===== config.mk =====
export PLATFORM = sky130hd
export DESIGN_NAME = exec_slice
export DESIGN_NICKNAME = d
export VERILOG_FILES = /design/src/include/exec_pkg.sv /design/src/logic/exec_slice.sv /design/src/logic/neg_unit.sv
export SDC_FILE = /design/constraint.sdc
export NUM_CORES = 1
export LEC_CHECK = 0
export BUFFER_PORTS_ARGS = -buffer_cell sky130_fd_sc_hd__buf_4
export CAP_MARGIN = 30
export CELL_PAD_IN_SITES_DETAIL_PLACEMENT = 0
export CELL_PAD_IN_SITES_GLOBAL_PLACEMENT = 1
export CORE_AREA = 5 5 191 193
export CTS_BUF_LIST = sky130_fd_sc_hd__clkbuf_8
export CTS_CLUSTER_SIZE = 12
export DETAILED_ROUTE_END_ITERATION = 16
export DIE_AREA = 0 0 196 198
export PLACE_DENSITY_LB_ADDON = 0.1
export SLEW_MARGIN = 20
export SYNTH_ARGS = -nofsm -noshare
export SYNTH_HDL_FRONTEND = slang
export SYNTH_SLANG_ARGS = --single-unit

===== constraint.sdc =====
create_clock -name core_clk -period 6.7 [get_ports core_clk]
set_clock_uncertainty 0.1 [all_clocks]
set_input_delay 1.675 -clock core_clk [delete_from_list [all_inputs] [get_ports core_clk]]
set_output_delay 1.675 -clock core_clk [all_outputs]
set_load 0.01 [all_outputs]

===== src/include/exec_pkg.sv =====
// shared types and constants for the load, multiply, negate and OR execution slice
package exec_pkg;

	// ----------------------------------------
	// condition flag bit positions
	// ----------------------------------------
	localparam int FLAG_Z = 0;
	localparam int FLAG_C = 1;
	localparam int FLAG_V = 2;
	localparam int FLAG_N = 3;
	localparam int FLAG_D = 4;
	localparam int FLAG_U = 5;

	// ----------------------------------------
	// opcode bytes and decode fields
	// ----------------------------------------
	localparam logic [7:0] CODE_LD_SP_BASE = 8'h70;
	localparam logic [7:0] CODE_LD_SP_MASK = 8'hFC;
	localparam logic [7:0] CODE_OR_REG_BASE = 8'h28;
	localparam logic [7:0] CODE_OR_REG_MASK = 8'hFE;
	localparam logic [1:0] PAIR_ACC = 2'h0;
	localparam logic [1:0] PAIR_ADDR = 2'h1;
	localparam logic [1:0] PAIR_IDX1 = 2'h2;
	localparam logic [1:0] PAIR_IDX2 = 2'h3;

	// ----------------------------------------
	// reset values and clock relations
	// ----------------------------------------
	localparam logic [15:0] RST_WORD = 16'h0000;
	localparam logic [7:0] RST_BYTE = 8'h00;
	localparam logic [7:0] RST_FLAGS = 8'h00;
	localparam int CLOCKS_PER_CYCLE = 2;

	// ----------------------------------------
	// clock steps inside an instruction
	// ----------------------------------------
	localparam logic [4:0] STEP_RD0 = 5'h00;
	localparam logic [4:0] STEP_RD1 = 5'h01;
	localparam logic [4:0] STEP_CAP0 = 5'h02;
	localparam logic [4:0] STEP_CAP1 = 5'h03;
	localparam logic [4:0] STEP_WR = 5'h03;

	typedef enum logic [3:0] {
		OP_NOP      = 4'h0,
		OP_OR_REG   = 4'h1,
		OP_OR_IMM   = 4'h2,
		OP_OR_BASE  = 4'h3,
		OP_OR_ABS   = 4'h4,
		OP_LD_SPREL = 4'h5,
		OP_MULTIPLY = 4'h6,
		OP_NEG_REG  = 4'h7,
		OP_NEG_BASE = 4'h8
	} op_t;

	typedef enum logic [0:0] {
		ST_IDLE = 1'b0,
		ST_RUN  = 1'b1
	} state_t;

	// instruction cycles and instruction byte lengths
	localparam logic [3:0] CYC_NOP = 4'h2;
	localparam logic [3:0] CYC_OR_REG = 4'h1;
	localparam logic [3:0] CYC_OR_IMM = 4'h2;
	localparam logic [3:0] CYC_OR_BASE = 4'h3;
	localparam logic [3:0] CYC_OR_ABS = 4'h4;
	localparam logic [3:0] CYC_LD_SPREL = 4'h6;
	localparam logic [3:0] CYC_MULTIPLY = 4'hC;
	localparam logic [3:0] CYC_NEG_REG = 4'h3;
	localparam logic [3:0] CYC_NEG_BASE = 4'h5;
	localparam logic [15:0] LEN_ONE = 16'h0001;
	localparam logic [15:0] LEN_TWO = 16'h0002;
	localparam logic [15:0] LEN_THREE = 16'h0003;

	typedef struct packed {
		op_t        op;
		logic [7:0] code;
		logic [7:0] operand;
		logic [7:0] addr_lo;
		logic [7:0] addr_hi;
	} cmd_t;

	typedef struct packed {
		logic [15:0] acc_pair;
		logic [15:0] address_pair;
		logic [15:0] first_index;
		logic [15:0] second_index;
		logic [15:0] stack_pointer;
		logic [15:0] pc;
		logic [7:0]  base_page_register;
		logic [7:0]  data_page_register;
		logic [7:0]  system_condition_flags;
	} regs_t;

	typedef struct packed {
		logic        rd;
		logic        wr;
		logic [23:0] addr;
		logic [7:0]  wdata;
	} mem_req_t;

endpackage : exec_pkg


===== src/logic/exec_slice.sv =====
// execution slice: pair load, multiply, negate, no-operation and accumulator OR
//
// What this block does
// - stack-relative pair load: low half from stack pointer plus offset, high from next.
// - displacement is sign-extended, giving offsets -128 to +127.
// - pair field 00 acc, 01 address, 10 first, 11 second index; codes 70H-73H.
// - multiply stores unsigned product of address-pair low byte and accumulator.
// - multiply is refused in configurations 0 and 2.
// - negate base-paged memory byte writes result back, taking 5 cycles.
// - no-operation takes 2 cycles, only advances program counter by one.
// - register OR: accumulator ORed with accumulator (28H) or second byte (29H).
// - immediate OR into accumulator, 2 cycles.
// - base-paged OR: base page high byte, operand low byte, 3 cycles.
// - absolute OR reads 16-bit address from the instruction, 4 cycles.
// - in configurations 2 and 3 data page register supplies upper address bits of base-paged and absolute accesses.
`timescale 1ns/1ps
module exec_slice
(
	input  wire logic              core_clk,
	input  wire logic              arst_n,
	input  wire logic              start,
	input  wire exec_pkg::cmd_t    cmd,
	input  wire logic [1:0]        config_model,
	input  wire logic              ctx_wr,
	input  wire exec_pkg::regs_t   ctx_in,
	input  wire logic [7:0]        mem_rdata,
	output exec_pkg::regs_t        regs_q,
	output exec_pkg::mem_req_t     mem_q,
	output logic                   busy_q,
	output logic                   done_q,
	output logic                   illegal_q
);
	// ----------------------------------------
	// state
	// ----------------------------------------
	exec_pkg::state_t   state_q;
	exec_pkg::state_t   state_d;
	exec_pkg::cmd_t     cur_q;
	exec_pkg::cmd_t     cur_d;
	exec_pkg::regs_t    regs_d;
	exec_pkg::mem_req_t mem_d;
	logic [3:0]         cyc_q;
	logic [3:0]         cyc_d;
	logic               phase_q;
	logic               phase_d;
	logic [3:0]         need_q;
	logic [3:0]         need_d;
	logic [7:0]         d0_q;
	logic [7:0]         d0_d;
	logic [7:0]         d1_q;
	logic [7:0]         d1_d;
	logic               busy_d;
	logic               done_d;
	logic               illegal_d;

	// ----------------------------------------
	// decode and datapath helpers
	// ----------------------------------------
	logic [4:0]  step;
	logic        last;
	logic [7:0]  page;
	logic [23:0] base_addr;
	logic [23:0] abs_addr;
	logic [15:0] sp_addr;
	logic [15:0] product;
	logic [7:0]  neg_in;
	logic [7:0]  neg_out;
	logic [3:0]  neg_flags;
	logic [7:0]  or_src;
	logic [7:0]  or_res;
	logic [3:0]  need;
	logic [15:0] len;
	logic        code_ok;
	logic        mult_ok;

	assign step = {cyc_q, phase_q};
	assign last = phase_q && (cyc_q == 4'(need_q - 4'h1));
	// page bits above the 16-bit address only exist in extended configs
	assign page = config_model[1] ? regs_q.data_page_register : 8'h00;
	assign base_addr = {page, regs_q.base_page_register, cur_q.addr_lo};
	assign abs_addr = {page, cur_q.addr_hi, cur_q.addr_lo};
	assign sp_addr = regs_q.stack_pointer + {{8{cur_q.operand[7]}}, cur_q.operand};
	assign product = regs_q.address_pair[7:0] * regs_q.acc_pair[7:0];
	assign mult_ok = config_model[0];

	always_comb
	begin
		case (cur_q.op)
			exec_pkg::OP_NEG_REG:
				neg_in = cur_q.code[0] ? regs_q.acc_pair[15:8] : regs_q.acc_pair[7:0];
			default:
				neg_in = d0_q;
		endcase
		case (cur_q.op)
			exec_pkg::OP_OR_REG:
				or_src = cur_q.code[0] ? regs_q.acc_pair[15:8] : regs_q.acc_pair[7:0];
			exec_pkg::OP_OR_IMM:
				or_src = cur_q.operand;
			default:
				or_src = d0_q;
		endcase
		or_res = regs_q.acc_pair[7:0] | or_src;
	end

	neg_unit u_neg
	(
		.value    (neg_in),
		.decimal  (regs_q.system_condition_flags[exec_pkg::FLAG_D]),
		.unpacked (regs_q.system_condition_flags[exec_pkg::FLAG_U]),
		.result   (neg_out),
		.nvcz     (neg_flags)
	);

	// cycle count, byte length and code check of an incoming command
	always_comb
	begin
		code_ok = 1'b1;
		case (cmd.op)
			exec_pkg::OP_NOP:
			begin
				need = exec_pkg::CYC_NOP;
				len = exec_pkg::LEN_ONE;
			end
			exec_pkg::OP_OR_REG:
			begin
				need = exec_pkg::CYC_OR_REG;
				len = exec_pkg::LEN_ONE;
				code_ok = (cmd.code & exec_pkg::CODE_OR_REG_MASK) == exec_pkg::CODE_OR_REG_BASE;
			end
			exec_pkg::OP_OR_IMM:
			begin
				need = exec_pkg::CYC_OR_IMM;
				len = exec_pkg::LEN_TWO;
			end
			exec_pkg::OP_OR_BASE:
			begin
				need = exec_pkg::CYC_OR_BASE;
				len = exec_pkg::LEN_TWO;
			end
			exec_pkg::OP_OR_ABS:
			begin
				need = exec_pkg::CYC_OR_ABS;
				len = exec_pkg::LEN_THREE;
			end
			exec_pkg::OP_LD_SPREL:
			begin
				need = exec_pkg::CYC_LD_SPREL;
				len = exec_pkg::LEN_THREE;
				code_ok = (cmd.code & exec_pkg::CODE_LD_SP_MASK) == exec_pkg::CODE_LD_SP_BASE;
			end
			exec_pkg::OP_MULTIPLY:
			begin
				need = exec_pkg::CYC_MULTIPLY;
				len = exec_pkg::LEN_TWO;
				code_ok = mult_ok;
			end
			exec_pkg::OP_NEG_REG:
			begin
				need = exec_pkg::CYC_NEG_REG;
				len = exec_pkg::LEN_TWO;
			end
			exec_pkg::OP_NEG_BASE:
			begin
				need = exec_pkg::CYC_NEG_BASE;
				len = exec_pkg::LEN_THREE;
			end
			default:
			begin
				need = exec_pkg::CYC_NOP;
				len = exec_pkg::LEN_ONE;
				code_ok = 1'b0;
			end
		endcase
	end

	// ----------------------------------------
	// sequencer and register update
	// ----------------------------------------
	always_comb
	begin
		state_d = state_q;
		cur_d = cur_q;
		regs_d = regs_q;
		cyc_d = cyc_q;
		phase_d = 1'b0;
		need_d = need_q;
		d0_d = d0_q;
		d1_d = d1_q;
		mem_d = '{rd: 1'b0, wr: 1'b0, addr: mem_q.addr, wdata: mem_q.wdata};
		busy_d = busy_q;
		done_d = 1'b0;
		illegal_d = 1'b0;
		case (state_q)
			exec_pkg::ST_IDLE:
			begin
				if (ctx_wr)
					regs_d = ctx_in;
				else if (start && !code_ok)
					illegal_d = 1'b1;
				else if (start)
				begin
					cur_d = cmd;
					need_d = need;
					cyc_d = 4'h0;
					busy_d = 1'b1;
					state_d = exec_pkg::ST_RUN;
					regs_d.pc = regs_q.pc + len;
				end
			end
			exec_pkg::ST_RUN:
			begin
				// phase is the divide-by-two instruction cycle enable
				phase_d = !phase_q;
				if (phase_q)
					cyc_d = 4'(cyc_q + 4'h1);
				case (cur_q.op)
					exec_pkg::OP_OR_BASE, exec_pkg::OP_NEG_BASE:
						if (step == exec_pkg::STEP_RD0)
							mem_d = '{rd: 1'b1, wr: 1'b0, addr: base_addr, wdata: mem_q.wdata};
					exec_pkg::OP_OR_ABS:
						if (step == exec_pkg::STEP_RD0)
							mem_d = '{rd: 1'b1, wr: 1'b0, addr: abs_addr, wdata: mem_q.wdata};
					exec_pkg::OP_LD_SPREL:
						if (step == exec_pkg::STEP_RD0)
							mem_d = '{rd: 1'b1, wr: 1'b0, addr: {8'h00, sp_addr}, wdata: mem_q.wdata};
						else if (step == exec_pkg::STEP_RD1)
							mem_d = '{rd: 1'b1, wr: 1'b0, addr: {8'h00, 16'(sp_addr + 16'h0001)},
								wdata: mem_q.wdata};
					default:
					begin
					end
				endcase
				// read data returns the clock after the strobe is seen
				if (step == exec_pkg::STEP_CAP0)
					d0_d = mem_rdata;
				if (step == exec_pkg::STEP_CAP1)
					d1_d = mem_rdata;
				if (cur_q.op == exec_pkg::OP_NEG_BASE && step == exec_pkg::STEP_WR)
					mem_d = '{rd: 1'b0, wr: 1'b1, addr: base_addr, wdata: neg_out};
				if (last)
				begin
					state_d = exec_pkg::ST_IDLE;
					busy_d = 1'b0;
					done_d = 1'b1;
					case (cur_q.op)
						exec_pkg::OP_OR_REG, exec_pkg::OP_OR_IMM,
						exec_pkg::OP_OR_BASE, exec_pkg::OP_OR_ABS:
						begin
							regs_d.acc_pair[7:0] = or_res;
							regs_d.system_condition_flags[exec_pkg::FLAG_N] = or_res[7];
							regs_d.system_condition_flags[exec_pkg::FLAG_Z] = or_res == 8'h00;
						end
						exec_pkg::OP_LD_SPREL:
							case (cur_q.code[1:0])
								exec_pkg::PAIR_ACC:  regs_d.acc_pair = {d1_q, d0_q};
								exec_pkg::PAIR_ADDR: regs_d.address_pair = {d1_q, d0_q};
								exec_pkg::PAIR_IDX1: regs_d.first_index = {d1_q, d0_q};
								default:             regs_d.second_index = {d1_q, d0_q};
							endcase
						exec_pkg::OP_MULTIPLY:
						begin
							regs_d.address_pair = product;
							regs_d.system_condition_flags[exec_pkg::FLAG_N] = product[15];
							regs_d.system_condition_flags[exec_pkg::FLAG_V] = 1'b0;
							regs_d.system_condition_flags[exec_pkg::FLAG_C] = 1'b0;
							regs_d.system_condition_flags[exec_pkg::FLAG_Z] = product == 16'h0000;
						end
						exec_pkg::OP_NEG_REG, exec_pkg::OP_NEG_BASE:
						begin
							if (cur_q.op == exec_pkg::OP_NEG_REG && cur_q.code[0])
								regs_d.acc_pair[15:8] = neg_out;
							else if (cur_q.op == exec_pkg::OP_NEG_REG)
								regs_d.acc_pair[7:0] = neg_out;
							regs_d.system_condition_flags[exec_pkg::FLAG_N:exec_pkg::FLAG_Z] =
								neg_flags;
						end
						default:
						begin
						end
					endcase
				end
			end
			default:
				state_d = exec_pkg::ST_IDLE;
		endcase
	end

	always_ff @(posedge core_clk or negedge arst_n)
	begin
		if (!arst_n)
		begin
			state_q <= exec_pkg::ST_IDLE;
			cur_q <= '{op: exec_pkg::OP_NOP, code: exec_pkg::RST_BYTE, operand: exec_pkg::RST_BYTE,
				addr_lo: exec_pkg::RST_BYTE, addr_hi: exec_pkg::RST_BYTE};
			regs_q <= '{exec_pkg::RST_WORD, exec_pkg::RST_WORD, exec_pkg::RST_WORD,
				exec_pkg::RST_WORD, exec_pkg::RST_WORD, exec_pkg::RST_WORD,
				exec_pkg::RST_BYTE, exec_pkg::RST_BYTE, exec_pkg::RST_FLAGS};
			mem_q <= '{rd: 1'b0, wr: 1'b0, addr: 24'h000000, wdata: exec_pkg::RST_BYTE};
			cyc_q <= 4'h0;
			phase_q <= 1'b0;
			need_q <= 4'h1;
			d0_q <= exec_pkg::RST_BYTE;
			d1_q <= exec_pkg::RST_BYTE;
			busy_q <= 1'b0;
			done_q <= 1'b0;
			illegal_q <= 1'b0;
		end
		else
		begin
			state_q <= state_d;
			cur_q <= cur_d;
			regs_q <= regs_d;
			mem_q <= mem_d;
			cyc_q <= cyc_d;
			phase_q <= phase_d;
			need_q <= need_d;
			d0_q <= d0_d;
			d1_q <= d1_d;
			busy_q <= busy_d;
			done_q <= done_d;
			illegal_q <= illegal_d;
		end
	end
endmodule : exec_slice


===== src/logic/neg_unit.sv =====
// byte negate in binary, decimal and unpacked decimal modes, with flags
`timescale 1ns/1ps
module neg_unit
(
	input  wire logic [7:0] value,
	input  wire logic       decimal,
	input  wire logic       unpacked,
	output logic      [7:0] result,
	output logic      [3:0] nvcz
);
	logic [7:0] bin;
	logic [6:0] dig;
	logic [6:0] comp;
	logic [7:0] bcd;

	always_comb
	begin
		bin = 8'(8'h00 - value);
		// widen before the product so the tens digit times ten cannot wrap at four bits
		dig = 7'(value[7:4]) * 7'h0A + 7'(value[3:0]);
		comp = (dig == 7'h00) ? 7'h00 : 7'(7'h64 - dig);
		bcd = {4'(comp / 7'h0A), 4'(comp % 7'h0A)};
		if (unpacked)
			bcd = {4'h0, bcd[3:0]};
		if (decimal)
		begin
			// decimal complement from 100; overflow never arises here
			result = bcd;
			nvcz = {bcd[7], 1'b0, value != 8'h00, bcd == 8'h00};
		end
		else
		begin
			result = bin;
			nvcz = {bin[7], value == 8'h80, value != 8'h00, bin == 8'h00};
		end
	end
endmodule : neg_unit


==> qor.txt, run 1 <==
Core region area - 34400 um^2
CP required - 7.08 ns
Synth Warn # - 0
Net Count, Synth - 1869
TritonCTS Buffers - 41
Seq/Total Area, Yosys - 36.3%
CP Launch Type - flip-flop
Placed cell count - 2316
Vias per inst - 5.60
Hold Crit Start - mem_q[26]
Syn Inst Count - 1593
First-pass GRT wire length - 77300 um
CTS resizes - 0
Layout Nets - 2183
Fmax - 163 MHz
Pin count of the biggest net entering global routing - 112
Top cells by area, synth - dfrtp_1 (36%), mux2_2 (7.0%), ha_1 (5.6%)
Final count of hold timing violations - 0
Most used cell along the critical path - ha_1
RSZ-0062 raised after global routing - false
Setup CP Type - flip-flop to flip-flop
P&R area growth vs syn - 25.4%
Max-cap violations - 0
CTS tree - yes
Routability cong. - 0.918
Post-synth EDFFs - 0
#FFs+latches synth - 213
Final setup margin - 0.568 ns
Hold endpoint - mem_q[26]
Setup TNS Final - 0 ns
Commonest cells after routing, fill and taps aside - buf_4 (346), dfrtp_1 (211), nand2_1 (178)
Chip height - 198 um
Slew @ Worst Pin - 0.871 ns
Site row count - 68
Htree depth - 2
Post-DP HPWL - 38100 um
Ratio of cells with drive above 1 in the final layout - 27.5%
Synth cell types - 80
Minimum clock period - 6.13 ns
Normalized max-slew margin - 41.9%
Top cell type's share of synthesized area - 36.2%
Global Route Usage Sum - 25.0%
Asr flop ratio synth - 100%
Vias in the first global route - 13500
Antenna-violating nets left - 0
Area leader, netlist - dfrtp_1
First-pass detailed-route iteration total - 5
Crit path max fanout - 14
Reg-to-Reg End - regs_q[114]
Final worst path period share - 91.5%
Worst slack, placed - 0.676 ns
Cts hold-fix bufs - 0
Chip width - 196 um
Die ar. - 38800 um^2
Clock-pin slew on the worst setup and hold paths - 0.06 ns
# Post-CTS Setup Buffers - 0
Port bufs - 326
CP cell instances - and4b_4 > nor2_1 > a21o_1 > inv_1 > ha_1 > ha_1 > inv_1 > fa_1 > nand2b_1 > or4_1 > mux2i_4 > o211ai_1 > nand2_1 > mux2i_1 > nor2_1 > nor3_1 > ha_1 > nand2b_1 > a21oi_1 > a211o_1 > a211o_1 > a31oi_1
Commonest non-fill, non-tap cell in the layout - buf_4
Cell Count, Final, Fillers Out - 2386
Status - complete, no violations
Skew-Pair Late Insertion Delay - 0.57 ns
CP startpoint - cur_q[33]
Hold path depth - 2
Total global routing overflow - 0
Mapped Area - 14700 um^2
Crit-path max cell delay - 0.65 ns
Io pins - 327
Clock tree buffer depth - 3
Initial antenna violation count - 4
Drt initial violations - 772
Top_reg_cell synth - dfrtp_1
Crit path DAT - 6.51 ns
Hold/Removal Path Class - flip-flop to flip-flop
CP max stage cell - dfrtp_1
R2R setup slack - 0.57 ns
WL final - 50200 um
R2R Path Start - cur_q[33]
Routed len/inst - 21.1 um
Initial Util - 42.7%
CTS root buf - clkbuf_8
DRC Markers - 0
Vias - 13400
Worst r2r path cells - 22
Final setup fails - 0
Sink Count - 213
Final slew viol count - 0
CP Capture Type - flip-flop
Mapped Avg Cell Area - 9.21 um^2
-- worst max path at each step --
stage | cells after the start | end | slack (ns)
global placement | 22 | regs_q[114] | 0.74
finish | 22 | regs_q[114] | 0.57
floorplan | 22 | regs_q[114] | 1.18
global route | 22 | regs_q[114] | 0.20
CTS | 22 | regs_q[114] | 0.61
detailed placement | 22 | regs_q[114] | 0.68
-- cell usage after synthesis (all sizes together), types with 9 or more instances --
master / instances
nand2b: 15
o21ai: 104
nor2: 139
ha: 66
a21o: 18
or3: 11
xor2: 22
xnor2: 33
inv: 75
and3: 13
a221oi: 18
nand2: 178
a221o: 35
mux2i: 18
a21oi: 89
o21a: 9
nand3: 44
clkbuf: 73
mux2: 93
nand4: 12
and2: 64
fa: 40
a31oi: 21
dfrtp: 212
a22oi: 28
nor3: 31
-- worst max-delay path: cells and delay by family, from the launching register on --
kind	cells	cell delay [ns]
AOI/OAI and AO/OA	6	1.24
adders and majority gates	4	1.22
buffers and inverters	2	0.26
DFF	1	0.65
muxes	2	0.56
and+or+nand+nor	8	2.00
-- cells by family (layout without fill, tap and decap cells) --
| logic type | count (synthesis) | after routing | synth area share [%] |
|---|---|---|---|
| other | 0 | 1 | 0 |
| XOR/XNOR | 56 | 56 | 3.44 |
| AO/OA/AOI/OAI | 406 | 406 | 18.7 |
| AND/OR/NAND/NOR | 546 | 546 | 17.7 |
| multiplexers | 111 | 111 | 8.67 |
| buffers and inverters | 155 | 492 | 4.13 |
| flip-flops | 213 | 213 | 36.3 |
| adder cells (fa/ha/maj) | 106 | 106 | 11.1 |
-- flip-flops by register name (all words and copies together), names as in the netlist --
name,count
abs_addr,16
mem_q,34
need_q,4
d1_q,8
regs_q,120
cyc_q,4
d0_q,8
phase_q,1
done_q,1
busy_q,1
cur_q,14
illegal_q,1
state_q,1
-- area by class of cell --
class,instances,area (um^2)
Fill cell,3308,16000
Multi-Input combinational cell,1225,8780
Sequential cell,213,5330
Timing Repair Buffer,350,2670
Clock buffer,50,688
Tap cell,455,569
Inverter,76,288
Clock inverter,16,73.8
Antenna cell,1,2.50
-- metrics by stage --
| stage | utilization, % | hold slack [ns] | cell area (um^2) |
|---|---|---|---|
| after CTS | 53.4 | 0.370 | 18400 |
| after floorplan | - | 0.368 | 14700 |
| after global routing | 53.5 | 0.406 | 18400 |
| after global placement | 51.2 | 0.354 | 17600 |
| final | 53.5 | 0.365 | 18400 |
| after detailed placement | 51.2 | 0.357 | 17600 |
-- metal layers --
| layer | part of all wire (%) | track usage, % | vias up |
|---|---|---|---|
| met3 | 6.5 | 6.06 | 90 |
| met4 | 2.9 | 7.50 | 6 |
| met1 | 42 | 32.3 | 6498 |
| met2 | 49 | 42.1 | 395 |
| li1 | - | - | 6361 |
| met5 | 0.094 | 0 | - |
Power of run 1 is not shown: default switching activity piles up to over one toggle a cycle in this logic, so the estimate is an artifact.
==> run 2: changes to the inputs <==
Settings changed: CORE_AREA 5 5 191 193 to 5 5 211 213, DIE_AREA 0 0 196 198 to 0 0 216 218.
==> qor.txt, run 2 (synthesis results as in run 1) <==
Status - complete, no violations
Pin count of the biggest net entering global routing - 128 (+14%)
Htree depth - 2 (unchanged)
Chip width - 216 um (+10%)
Hold path depth - 2 (unchanged)
First-pass detailed-route iteration total - 5 (unchanged)
Antenna-violating nets left - 0 (unchanged)
Core region area - 42500 um^2 (+24%)
Placed cell count - 2410 (+4.1%)
Drt initial violations - 883 (+14%)
DRC Markers - 0 (unchanged)
Commonest cells after routing, fill and taps aside - buf_4 (347), dfrtp_1 (211), nand2_1 (178)
Final worst path period share - 91.6% (about the same)
Setup TNS Final - 0 ns (unchanged)
Clock-pin slew on the worst setup and hold paths - 0.06 ns (about the same)
Crit path max fanout - 15 (+1)
Die ar. - 47100 um^2 (+21%)
Fmax - 163 MHz (about the same)
Initial Util - 34.5% (-8.2 points)
Commonest non-fill, non-tap cell in the layout - buf_4
Hold_ws - 0.365 ns (-0.000842 ns)
Cts hold-fix bufs - 0 (unchanged)
Cell Count, Final, Fillers Out - 2489 (+4.3%)
Hold Crit Start - mem_q[28]
Worst r2r path cells - 22 (unchanged)
Layout Nets - 2184 (+0.046%)
Final setup fails - 0 (unchanged)
Total global routing overflow - 0 (unchanged)
Vias in the first global route - 13800 (+2.2%)
Sink Count - 213 (unchanged)
Hold endpoint - mem_q[28]
Minimum clock period - 6.14 ns (+0.00424 ns)
WL final - 54300 um (+8.2%)
Vias - 13400 (+0.21%)
CTS resizes - 0 (unchanged)
Ratio of cells with drive above 1 in the final layout - 27.7% (+0.22 points)
Chip height - 218 um (+10%)
Crit path DAT - 6.54 ns (+0.03 ns)
R2R setup slack - 0.56 ns (about the same)
Site row count - 76 (+12%)
Final Util - 43.9% (-9.7 points)
First-pass GRT wire length - 82100 um (+6.2%)
R2R Path Start - cur_q[32]
CTS tree - yes
Skew-Pair Late Insertion Delay - 0.61 ns (+0.04 ns)
P&R area growth vs syn - 27.1%
Port bufs - 326 (unchanged)
Final count of hold timing violations - 0 (unchanged)
Hold/Removal Path Class - flip-flop to flip-flop
Fillers - 4240 (+28%)
Reg-to-Reg End - regs_q[114]
RSZ-0062 raised after global routing - false
# Post-CTS Setup Buffers - 0 (unchanged)
Io pins - 327 (unchanged)
Slew @ Worst Pin - 0.876 ns (+0.00456 ns)
Routed len/inst - 21.8 um (+3.7%)
Top reg by flops - regs_q
TritonCTS Buffers - 42 (+2.4%)
CP Launch Type - flip-flop
Post-DP HPWL - 41200 um (+8.3%)
Global Route Usage Sum - 22.3% (-2.8 points)
Vias per inst - 5.37 (-3.9%)
Initial antenna violation count - 5 (+1)
Final slew viol count - 0 (unchanged)
Max-cap violations - 0 (unchanged)
CTS root buf - clkbuf_8
Normalized max-slew margin - 41.6% (-0.30 points)
Routability cong. - 0.861 (-6.1%)
Setup CP Type - flip-flop to flip-flop
CP startpoint - cur_q[32]
Max reg flops - 120 (unchanged)
CP required - 7.10 ns (+0.02 ns)
Clock tree buffer depth - 3 (unchanged)
CP Capture Type - flip-flop
-- run 2: metrics by stage --
stage | instance area [um^2] | setup WS [ns]
floorplan | 14700 | 1.18
global placement | 17700 | 0.722
detailed placement | 17700 | 0.636
CTS | 18600 | 0.565
global route | 18600 | 0.150
finish | 18600 | 0.563
-- run 2: worst max-delay path by stage --
stage | depth (start not counted) | end
4_1_cts | 22 | regs_q[114]
5_1_grt | 19 | regs_q[106]
3_3_place_gp | 21 | regs_q[114]
3_5_place_dp | 22 | regs_q[114]
6_report | 22 | regs_q[114]
2_1_floorplan | 22 | regs_q[114]
-- run 2: routing by layer --
| metal | global-route usage, % | share of wire [%] | vias up |
|---|---|---|---|
| li1 | - | - | 6361 |
| met4 | 8.95 | 3.7 | 2 |
| met3 | 4.11 | 5.2 | 106 |
| met5 | 0 | 0.037 | - |
| met2 | 37.2 | 48 | 345 |
| met1 | 28.8 | 43 | 6564 |
-- run 2: worst max-delay path: stages, from the launching register on --
cell	delay, ns
dfrtp_1	0.62
and4b_4	0.46
nor2_1	0.07
a21o_1	0.19
inv_1	0.19
ha_1	0.27
ha_1	0.20
inv_1	0.07
fa_1	0.44
nand2b_1	0.18
or4_1	0.55
mux2i_4	0.30
o211ai_1	0.16
nand2_1	0.28
mux2i_1	0.28
nor2_1	0.13
nor3_1	0.22
ha_1	0.32
nand2b_1	0.14
a21oi_1	0.04
a211o_1	0.34
a211o_1	0.32
a31oi_1	0.17
-- run 2: layout make-up --
| class | instances | area, um^2 | share of cell area, % |
|---|---|---|---|
| diodes | 3 | 7.51 | 0.0403 |
| clock buffers | 56 | 771 | 4.13 |
| clock inverters | 20 | 119 | 0.637 |
| inverters | 76 | 288 | 1.54 |
| multi-input cells | 1225 | 8780 | 47.1 |
| flip-flops and latches | 213 | 5330 | 28.6 |
| well taps | 546 | 683 | 3.66 |
| repair buffers | 350 | 2670 | 14.3 |
Power of run 2 is left out for the same reason.
